--- src/design/fsnv_cfg.svh ---
// offsets, field widths and reset values of the fail-safe / diagnostics config bank
`ifndef FSNV_CFG_SVH
`define FSNV_CFG_SVH

// ****************************************************************
// register indices (printed offsets are not word multiples)
// ****************************************************************
`define FSNV_IDX_FS0_LOW 8'hC0
`define FSNV_IDX_FS0_HIGH 8'hC1
`define FSNV_IDX_FS1_LOW 8'hC2
`define FSNV_IDX_FS1_HIGH 8'hC3
`define FSNV_IDX_DIAG_LOW 8'hC4
`define FSNV_IDX_DIAG_HIGH 8'hC5

// ****************************************************************
// field layout and reset values
// ****************************************************************
`define FSNV_LOW_W 8
`define FSNV_HIGH_W 4
`define FSNV_RST_FS0_LOW 8'h00
`define FSNV_RST_FS0_HIGH 4'h0
`define FSNV_RST_FS1_LOW 8'hFF
`define FSNV_RST_FS1_HIGH 4'hF
`define FSNV_RST_DIAG_LOW 8'hFF
`define FSNV_RST_DIAG_HIGH 4'hF

// ****************************************************************
// bus answers
// ****************************************************************
`define FSNV_RESP_OKAY 2'h0
`define FSNV_RESP_SLVERR 2'h2

`endif

--- src/design/fsnv_pkg.sv ---
// types shared by the fail-safe / diagnostics config bank
package fsnv_pkg;
   typedef logic [1:0] fsnv_resp_t;
   typedef logic [11:0] fsnv_chan_mask_t;
endpackage

--- src/design/fsnv_bank.sv ---
// fail-safe and diagnostics enable register bank behind an AXI4-Lite slave
//
// Design decision made here: the AXI4-Lite slave port.
`timescale 1ns/100ps
`include "fsnv_cfg.svh"

module fsnv_bank #(
   parameter int ADDR_W = 12
) (
   input wire logic i_sys_clk,
   input wire logic i_resetn,
   input wire logic [ADDR_W-1:0] i_awaddr,
   input wire logic i_awvalid,
   output logic o_awready,
   input wire logic [31:0] i_wdata,
   input wire logic [3:0] i_wstrb,
   input wire logic i_wvalid,
   output logic o_wready,
   output fsnv_pkg::fsnv_resp_t o_bresp,
   output logic o_bvalid,
   input wire logic i_bready,
   input wire logic [ADDR_W-1:0] i_araddr,
   input wire logic i_arvalid,
   output logic o_arready,
   output logic [31:0] o_rdata,
   output fsnv_pkg::fsnv_resp_t o_rresp,
   output logic o_rvalid,
   input wire logic i_rready,
   output fsnv_pkg::fsnv_chan_mask_t o_safe_state_zero_on,
   output fsnv_pkg::fsnv_chan_mask_t o_safe_state_one_on,
   output fsnv_pkg::fsnv_chan_mask_t o_stored_diag_on
);
   import fsnv_pkg::*;

   // the top register sits at byte address 314h, which needs ten address bits
   if (ADDR_W < 10)
   begin
      $error("ADDR_W too small for the register map");
   end

   // ****************************************************************
   // reset release
   // ****************************************************************
   logic rst_meta;
   logic rst_n;

   always_ff @(posedge i_sys_clk or negedge i_resetn)
   begin
      if (!i_resetn)
      begin
         rst_meta <= 1'b0;
         rst_n <= 1'b0;
      end
      else
      begin
         rst_meta <= 1'b1;
         rst_n <= rst_meta;
      end
   end

   // ****************************************************************
   // registers
   // ****************************************************************
   logic [`FSNV_LOW_W-1:0] failsafe0_enable_low;
   logic [`FSNV_HIGH_W-1:0] failsafe0_enable_high;
   logic [`FSNV_LOW_W-1:0] failsafe1_enable_low;
   logic [`FSNV_HIGH_W-1:0] failsafe1_enable_high;
   logic [`FSNV_LOW_W-1:0] diagnostics_enable_low;
   logic [`FSNV_HIGH_W-1:0] diagnostics_enable_high;

   // ****************************************************************
   // write channel: address and data taken in either order
   // ****************************************************************
   logic aw_held;
   logic w_held;
   logic [ADDR_W-1:0] aw_addr;
   logic [31:0] w_data;
   logic w_lane0;
   logic do_write;
   logic [ADDR_W-3:0] w_idx;
   logic w_hit;

   assign do_write = aw_held && w_held && !o_bvalid;
   assign w_idx = aw_addr[ADDR_W-1:2];
   // only byte lane 0 carries data; upper lanes are reserved
   assign w_hit = (aw_addr[1:0] == 2'h0)
      && (w_idx >= (ADDR_W-2)'(`FSNV_IDX_FS0_LOW))
      && (w_idx <= (ADDR_W-2)'(`FSNV_IDX_DIAG_HIGH));

   always_ff @(posedge i_sys_clk or negedge rst_n)
   begin
      if (!rst_n)
      begin
         aw_held <= 1'b0;
         aw_addr <= '0;
         o_awready <= 1'b0;
      end
      else
      begin
         // readies stay low while an answer waits, so no second write queues behind it
         o_awready <= !aw_held && !o_bvalid && !(i_awvalid && o_awready);
         if (i_awvalid && o_awready)
         begin
            aw_held <= 1'b1;
            aw_addr <= i_awaddr;
            o_awready <= 1'b0;
         end
         else if (do_write)
         begin
            aw_held <= 1'b0;
         end
      end
   end

   always_ff @(posedge i_sys_clk or negedge rst_n)
   begin
      if (!rst_n)
      begin
         w_held <= 1'b0;
         w_data <= '0;
         w_lane0 <= 1'b0;
         o_wready <= 1'b0;
      end
      else
      begin
         o_wready <= !w_held && !o_bvalid && !(i_wvalid && o_wready);
         if (i_wvalid && o_wready)
         begin
            w_held <= 1'b1;
            w_data <= i_wdata;
            w_lane0 <= i_wstrb[0];
         end
         else if (do_write)
         begin
            w_held <= 1'b0;
         end
      end
   end

   always_ff @(posedge i_sys_clk or negedge rst_n)
   begin
      if (!rst_n)
      begin
         o_bvalid <= 1'b0;
         o_bresp <= `FSNV_RESP_OKAY;
      end
      else if (do_write)
      begin
         o_bvalid <= 1'b1;
         o_bresp <= w_hit ? `FSNV_RESP_OKAY : `FSNV_RESP_SLVERR;
      end
      else if (i_bready)
      begin
         o_bvalid <= 1'b0;
      end
   end

   // a write only lands when lane 0 is strobed; bits above the 8- or 4-bit field are dropped
   always_ff @(posedge i_sys_clk or negedge rst_n)
   begin
      if (!rst_n)
      begin
         failsafe0_enable_low <= `FSNV_RST_FS0_LOW;
         failsafe0_enable_high <= `FSNV_RST_FS0_HIGH;
         failsafe1_enable_low <= `FSNV_RST_FS1_LOW;
         failsafe1_enable_high <= `FSNV_RST_FS1_HIGH;
         diagnostics_enable_low <= `FSNV_RST_DIAG_LOW;
         diagnostics_enable_high <= `FSNV_RST_DIAG_HIGH;
      end
      else if (do_write && w_hit && w_lane0)
      begin
         unique case (w_idx)
            (ADDR_W-2)'(`FSNV_IDX_FS0_LOW): failsafe0_enable_low <= w_data[7:0];
            (ADDR_W-2)'(`FSNV_IDX_FS0_HIGH): failsafe0_enable_high <= w_data[3:0];
            (ADDR_W-2)'(`FSNV_IDX_FS1_LOW): failsafe1_enable_low <= w_data[7:0];
            (ADDR_W-2)'(`FSNV_IDX_FS1_HIGH): failsafe1_enable_high <= w_data[3:0];
            (ADDR_W-2)'(`FSNV_IDX_DIAG_LOW): diagnostics_enable_low <= w_data[7:0];
            (ADDR_W-2)'(`FSNV_IDX_DIAG_HIGH): diagnostics_enable_high <= w_data[3:0];
            default:
            begin
            end
         endcase
      end
   end

   // ****************************************************************
   // read channel
   // ****************************************************************
   logic [ADDR_W-3:0] r_idx;
   logic [31:0] next_rdata;
   logic r_hit;

   assign r_idx = i_araddr[ADDR_W-1:2];

   always_comb
   begin
      next_rdata = 32'h0000_0000;
      r_hit = (i_araddr[1:0] == 2'h0);
      unique case (r_idx)
         (ADDR_W-2)'(`FSNV_IDX_FS0_LOW): next_rdata[7:0] = failsafe0_enable_low;
         (ADDR_W-2)'(`FSNV_IDX_FS0_HIGH): next_rdata[3:0] = failsafe0_enable_high;
         (ADDR_W-2)'(`FSNV_IDX_FS1_LOW): next_rdata[7:0] = failsafe1_enable_low;
         (ADDR_W-2)'(`FSNV_IDX_FS1_HIGH): next_rdata[3:0] = failsafe1_enable_high;
         (ADDR_W-2)'(`FSNV_IDX_DIAG_LOW): next_rdata[7:0] = diagnostics_enable_low;
         (ADDR_W-2)'(`FSNV_IDX_DIAG_HIGH): next_rdata[3:0] = diagnostics_enable_high;
         default: r_hit = 1'b0;
      endcase
   end

   always_ff @(posedge i_sys_clk or negedge rst_n)
   begin
      if (!rst_n)
      begin
         o_arready <= 1'b0;
         o_rvalid <= 1'b0;
         o_rdata <= 32'h0000_0000;
         o_rresp <= `FSNV_RESP_OKAY;
      end
      else if (i_arvalid && o_arready)
      begin
         o_arready <= 1'b0;
         o_rvalid <= 1'b1;
         o_rdata <= r_hit ? next_rdata : 32'h0000_0000;
         o_rresp <= r_hit ? `FSNV_RESP_OKAY : `FSNV_RESP_SLVERR;
      end
      else if (o_rvalid)
      begin
         if (i_rready)
         begin
            o_rvalid <= 1'b0;
            o_arready <= 1'b1;
         end
      end
      else
      begin
         o_arready <= 1'b1;
      end
   end

   // ****************************************************************
   // channel enables to the output stage and diagnostics
   // ****************************************************************
   // a set bit lets the channel run in that fail-safe state
   always_ff @(posedge i_sys_clk or negedge rst_n)
   begin
      if (!rst_n)
      begin
         o_safe_state_zero_on <= {`FSNV_RST_FS0_HIGH, `FSNV_RST_FS0_LOW};
         o_safe_state_one_on <= {`FSNV_RST_FS1_HIGH, `FSNV_RST_FS1_LOW};
         o_stored_diag_on <= {`FSNV_RST_DIAG_HIGH, `FSNV_RST_DIAG_LOW};
      end
      else
      begin
         o_safe_state_zero_on <= {failsafe0_enable_high, failsafe0_enable_low};
         o_safe_state_one_on <= {failsafe1_enable_high, failsafe1_enable_low};
         o_stored_diag_on <= {diagnostics_enable_high, diagnostics_enable_low};
      end
   end
endmodule

--- config.mk ---
export PLATFORM = sky130hd
export DESIGN_NAME = fsnv_bank
export DESIGN_NICKNAME = d
export VERILOG_FILES = /design/src/design/fsnv_pkg.sv /design/src/design/fsnv_bank.sv
export VERILOG_INCLUDE_DIRS = /design/src /design/src/design
export SDC_FILE = /design/constraint.sdc
export NUM_CORES = 1
export LEC_CHECK = 0
export ABC_AREA = 1
export BUFFER_PORTS_ARGS = -buffer_cell sky130_fd_sc_hd__buf_2
export CORE_AREA = 8 8 114 116
export DETAILED_ROUTE_END_ITERATION = 8
export DIE_AREA = 0 0 122 124
export PLACE_DENSITY = 0.74
export SYNTH_ARGS = -nofsm -noshare
export SYNTH_HDL_FRONTEND = slang
export SYNTH_SLANG_ARGS = --single-unit
--- constraint.sdc ---
create_clock -name i_sys_clk -period 9.4 [get_ports i_sys_clk]
set_input_delay 0.47 -clock i_sys_clk [delete_from_list [all_inputs] [get_ports i_sys_clk]]
set_output_delay 0.47 -clock i_sys_clk [all_outputs]
set_load 0.1 [all_outputs]
==> summary.md, run 1 <==
| Metric | Value |
|---|---|
| Io pins | `144` |
| Synth area leaders | `dfrtp_1 (34%), dfstp_2 (27%), nand2_1 (7.4%)` |
| GRT Util Overall | `0.142` |
| Syn Area/Cell | `9.86 sq um` |
| Remaining DRCs | `0` |
| Worst hold slack | `0.309 ns` |
| CTS Sinks | `112` |
| Antenna Nets Post-Route | `0` |
| Status | `finished, final reports clean` |
| Std-Cell Rows | `39` |
| TNS Setup | `0 ns` |
| Async S/R FF share, synth | `1.00` |
| Largest family of logic cells by synthesized area | `simple AND/OR/NAND/NOR gates` |
| Router iterations before antenna repair | `4` |
| Startpoint types | `input pin` |
| Post-layout min period | `2.13 ns` |
| HPWL after detailed placement | `7760 um` |
| Reg-to-Reg Start | `o_bvalid` |
| Commonest cells in the netlist | `nand2_1 (93), dfrtp_1 (64), inv_1 (51)` |
| Fin util | `0.487` |
| Synth top area share | `0.342` |
| R2R setup slack | `7.77 ns` |
| Worst skew pair latency | `0.34 ns` |
| Period utilization | `0.227` |
| Die H | `124 um` |
| Placed inst area | `5150 sq um` |
| Crit path capture type | `flop` |
| Post-synthesis sequential area ratio | `0.611` |
| Synth Area in Adders | `0` |
| Gr busiest metal | `met2` |
| Routed via count | `3311` |
| Synth cell types | `31` |
| Crit path kind | `input pin to flop` |
| Port Buffers | `90` |
| Synth Area in Simple Gates | `0.197` |
| Max FO, Critical Path | `11` |
| 1st-iter DRT viols | `252` |
| Number of flops mapped to enable cells by yosys | `0` |
| Routability cong. | `0.837` |
| Final Max Tran Viols | `0` |
| #FFs+latches synth | `112` |
| Placed insts | `697` |
| Cts bufs inserted | `9` |
| Mux contribution to synthesized area | `0.0120` |
| Yosys top cell by area | `dfrtp_1` |
| Peak VDD IR | `0.165 mV` |
| Clock Pin Slew Worst Setup and Hold Paths | `0.07 ns` |
| Top FF cell, synth | `dfrtp_1` |
| Final Skew | `0.00511 ns` |
| Worst-case reg-to-reg path depth | `7` |
| Lkg Pwr | `2.71 nW` |
| Yosys Warn Count | `0` |
| Worst path slowest cell | `nor2_1` |
| Share of cells above drive strength 1 | `0.322` |
| Routed vias/inst | `4.64` |
| DRT Wirelength | `10300 um` |
| Min-Delay Path Class | `input pin to flop` |
| Design Area, Final | `5440 sq um` |
| GRT met2 Usage | `0.232` |
| Max Clock Freq | `469 MHz` |
| CTS tree | `yes` |
| Initial antenna violation count | `0` |
| # fillers | `1049` |
| Global-route wire length before repair | `16900 um` |
| Layout area overhead | `16.1%` |
| Min-Delay Path Depth | `2` |
| Die X | `122 um` |
| # setup viols final | `0` |
| Slew HR | `0.455` |
| RR Endpoint | `failsafe0_enable_low[6]` |
| Met1 usage | `0.176` |
| Grt total ovfl | `0` |
| Root Driver | `clkbuf_16` |
| Vias in the first global route | `3469` |
| Synth Area in XOR/XNOR | `0` |
| Post-Layout Cell Count | `714` |
| Final Hold Fails | `0` |
| Max clock buf depth | `2` |
| Critical path cell sequence | `buf_2 -> nor2_1 -> nand2_1 -> nor2_1 -> nand2_1 -> nand3_1 -> nor2_1 -> nor2_4 -> nand3_1 -> nand2_1` |
| H-tree levels | `3` |
| Avg WL per Cell | `14.4 um` |
| Largest net degree at the start of global routing | `57` |
| Unrepaired setup endpoints after global routing | `false` |
| N_diodes | `0` |
| Arr. time, crit path | `2.41 ns` |
| M3 GR Usage | `0.0481` |
| CP peak stage delay | `0.62 ns` |
| Post-CTS sizing | `0` |
| Reg area | `2870 sq um` |
| Cell area after synthesis | `4690 sq um` |
| Hold Startpoint | `i_bready` |
| Placeable Area | `11200 sq um` |
| Most frequent cell after synthesis | `nand2_1` |
| PwrDens | `223 nW/um^2` |
| DIE AREA | `15100 sq um` |
| Syn Inst Count | `475` |
| Number of nets in the layout | `633` |
| End point of the worst hold path | `o_bvalid` |
| Multi-input gate area | `1440 sq um` |
| Compound-cell area share of the yosys netlist | `0.0764` |
| Max_cap viols | `0` |
| Worst EP required | `9.68 ns` |
| Initial Util | `0.419` |
| Worst Max-Slew Pin Slew | `0.814 ns` |
## area by class of cell
cell class | instances | share of cell area
sequential | 112 | 0.527
multi-input combinational | 297 | 0.265
timing repair buffer | 92 | 0.0860
clock buffer | 11 | 0.0465
inverter | 54 | 0.0373
tap | 143 | 0.0329
clock inverter | 5 | 0.00575
## where the power goes
part | internal (mW) | switching, mW | leakage [nW] | total, mW
clock | 0.193 | 0.166 | 0.141 | 0.359
sequential | 0.540 | 0.0361 | 1.30 | 0.576
combinational | 0.0567 | 0.221 | 1.27 | 0.278
total | 0.790 | 0.423 | 2.71 | 1.21
## worst max path at each step
stage	endpoint	from	slack (ns)
6_report	o_rdata[2]	i_araddr[11]	7.27
5_1_grt	o_rdata[3]	i_araddr[11]	7.05
4_1_cts	o_rdata[2]	i_araddr[11]	7.27
3_5_place_dp	o_rresp[1]	i_araddr[11]	6.91
3_3_place_gp	o_rdata[2]	i_araddr[11]	6.94
2_1_floorplan	aw_addr[0]	rst_n	6.13
## what timing repair did
action	in CTS	in global routing
setup buffers	0	0
hold endpoints to repair	2	0
hold buffers	1	0
## critical path, delay by kind of cell
kind                   cells  cell delay [ns]
AND/OR/NAND/NOR            9             1.84
buffers and inverters      1             0.11
## cells by family after synthesis
group,after synthesis
AO/OA/AOI/OAI,65
buffers and inverters,91
flip-flops,112
multiplexers,5
other,2
AND/OR/NAND/NOR,200
## placed cells by master (no fill, tap or decap), drive strengths merged, types with 5 or more instances in the layout
cell type | Yosys | final
dfrtp | 64 | 64
nand2 | 94 | 94
clkbuf | 4 | 11
a21oi | 17 | 17
nor2 | 54 | 54
conb | 2 | 27
buf | 33 | 91
o21ai | 44 | 44
nand3 | 43 | 43
mux2 | 5 | 5
inv | 54 | 54
dfstp | 48 | 48
## per-layer routing
metal	wire (um)	vias to the layer above
li1	-	1630
met1	4510	1573
met2	4980	104
met3	773	4
met4	44	0
met5	0	-
## through the flow
| stage | total power, mW | worst slack [ns] |
|---|---|---|
| finish | 1.21 | 7.27 |
| global route | 1.27 | 7.05 |
| floorplan | 0.812 | 6.13 |
| detailed placement | 0.863 | 6.91 |
| CTS | 1.22 | 7.27 |
| global placement | 0.851 | 6.94 |
## flip-flops by register name, indices dropped and copies added, names as in the netlist, 4 cells and up
name,count
o_stored_diag_on,12
failsafe1_enable_low,8
o_rdata,8
o_safe_state_zero_on,12
aw_addr,12
o_safe_state_one_on,12
failsafe0_enable_low,8
failsafe0_enable_high,4
diagnostics_enable_high,4
diagnostics_enable_low,8
failsafe1_enable_high,4
w_data,8
No activity file was read; power rests on OpenSTA's default activity.
==> run 2: changes to the inputs <==
Clock period 9.4 ns to 2.1 ns, I/O delays scaled along.
==> run 2 against run 1 <==
Against the previous run:
- power increased to 4.5 times the previous value
- register-to-register slack got worse by 7.3 ns
- clock skew is 0.0020 ns higher
- setup slack worse by 6.8 ns
- final area rose by 3.0%
- combinational power grew to 4.6 times the previous value
- clock-buffer cell count down 1
- non-clock buffer count up 17
- clock power grew to 4.5 times the previous value
- hold slack got worse by 0.30 ns
- via count increased by 3.0%
- final cell count up 2.4%
- critical endpoint is now failsafe1_enable_low[4]
==> summary.md, run 2 (synthesis gave the netlist of run 1 again) <==
| Metric | Value |
|---|---|
| Total power | `5.46 mW` |
| Global-route wire length before repair | `17300 um` |
| DIE AREA | `15100 sq um` |
| PnR worst setup slack | `0.485 ns` |
| Die X | `122 um` |
| Design Area, Final | `5600 sq um` |
| Antenna Nets Post-Route | `0` |
| Clock Pin Slew Worst Setup and Hold Paths | `0.07 ns` |
| Root Driver | `clkbuf_16` |
| Share of cells above drive strength 1 | `0.323` |
| Final Skew | `0.00707 ns` |
| Routed via count | `3410` |
| Crit path kind | `flop to flop` |
| Vias in the first global route | `3664` |
| Number of nets in the layout | `650` |
| Peak VDD IR | `0.754 mV` |
| Most common cell after layout, fill and taps aside | `nand2_1` |
| Remaining DRCs | `0` |
| Post-CTS setup buffers | `0` |
| PwrDens | `975 nW/um^2` |
| Die H | `124 um` |
| CTS Sinks | `112` |
| Initial Util | `0.419` |
| Max FO, Critical Path | `16` |
| Worst hold slack | `0.00980 ns` |
| Commonest cells after routing, fill and taps aside | `nand2_1 (93), buf_2 (90), dfrtp_1 (63)` |
| DRT Wirelength | `10400 um` |
| Io pins | `144` |
| # setup viols final | `0` |
| Final Hold Fails | `0` |
| Port Buffers | `90` |
| Router iterations before antenna repair | `4` |
| HPWL after detailed placement | `7840 um` |
| Layout area overhead | `19.6%` |
| Cts bufs inserted | `9` |
| # fillers | `1056` |
| Worst skew pair latency | `0.35 ns` |
| Unrepaired setup endpoints after global routing | `false` |
| Cts hold-fix bufs | `11` |
| Arr. time, crit path | `1.89 ns` |
| Startpoint types | `flop` |
| Avg WL per Cell | `14.2 um` |
| Status | `finished, final reports clean` |
| Max_cap viols | `0` |
| Period utilization | `0.769` |
| Grt total ovfl | `0` |
| Max Clock Freq | `619 MHz` |
| 1st-iter DRT viols | `200` |
| Routability cong. | `0.826` |
| N_diodes | `0` |
| Pre-CTS setup slack | `0.394 ns` |
| Post-layout min period | `1.61 ns` |
| Max clock buf depth | `2` |
| Min-Delay Path Class | `input pin to flop` |
| Post-CTS sizing | `0` |
| Reg area | `2870 sq um` |
| Largest net degree at the start of global routing | `38` |
| TNS Setup | `0 ns` |
| Initial antenna violation count | `0` |
| Worst EP required | `2.37 ns` |
| Routed vias/inst | `4.66` |
| H-tree levels | `3` |
| Placed inst area | `5210 sq um` |
| GRT Util Overall | `0.144` |
| Std-Cell Rows | `39` |
| CTS tree | `yes` |
| Multi-input gate area | `1440 sq um` |
| Crit path capture type | `flop` |
| Final Max Tran Viols | `0` |
| Lkg Pwr | `2.78 nW` |
| Placeable Area | `11200 sq um` |
-- run 2: cell count changes in the layout (fill, tap and decap cells not counted), sizes merged --
cell | before | now
clkinvlp | 1 | 2
clkbuf | 11 | 10
dlygate4sd3 | 1 | 11
clkinv | 4 | 2
buf | 91 | 98
inv | 54 | 56
-- run 2: report_power, final --
group	switching, mW	total [mW]	leakage (nW)	internal (mW)
clock	0.793	1.62	0.131	0.822
sequential	0.152	2.57	1.30	2.41
combinational	0.997	1.28	1.35	0.282
total	1.94	5.46	2.78	3.52
-- run 2: worst paths after layout --
path,startpoint,end,slack [ns],depth (start not counted)
min in group asynchronous,i_resetn,rst_n,0.06,2
setup reg to reg,aw_addr[6],failsafe1_enable_low[4],0.49,7
hold / removal,i_awaddr[1],aw_addr[1],0.01,3
hold reg to reg,rst_n,w_data[7],0.27,0
setup / recovery,aw_addr[6],failsafe1_enable_low[4],0.49,7
max in group asynchronous,rst_n,o_stored_diag_on[3],1.12,1
-- run 2: per-layer routing --
metal / global-route usage / wire, um
met1: 0.183 / 4700
met2: 0.227 / 4710
met3: 0.0476 / 818
met4: 0.0501 / 121
met5: 0 / 0
-- run 2: through the flow --
stage,utilization,instances
CTS,0.501,731
floorplan,-,500
global route,0.501,731
detailed placement,0.466,704
finish,0.501,731
global placement,0.466,704
-- run 2: layout make-up --
class,count,share of cell area
clock buffer,10,0.0409
inverter,54,0.0362
clock inverter,6,0.00938
sequential,112,0.512
multi-input combinational,297,0.257
timing repair buffer,109,0.113
tap,143,0.0319
-- run 2: worst max-delay path, cell delays in order (launching register included) --
cell     delay, ns
dfrtp_1       0.36
inv_1         0.08
nand2_1       0.10
nor2_4        0.12
nand3_2       0.10
nor3_1        0.30
nand3_4       0.25
o21ai_1       0.22
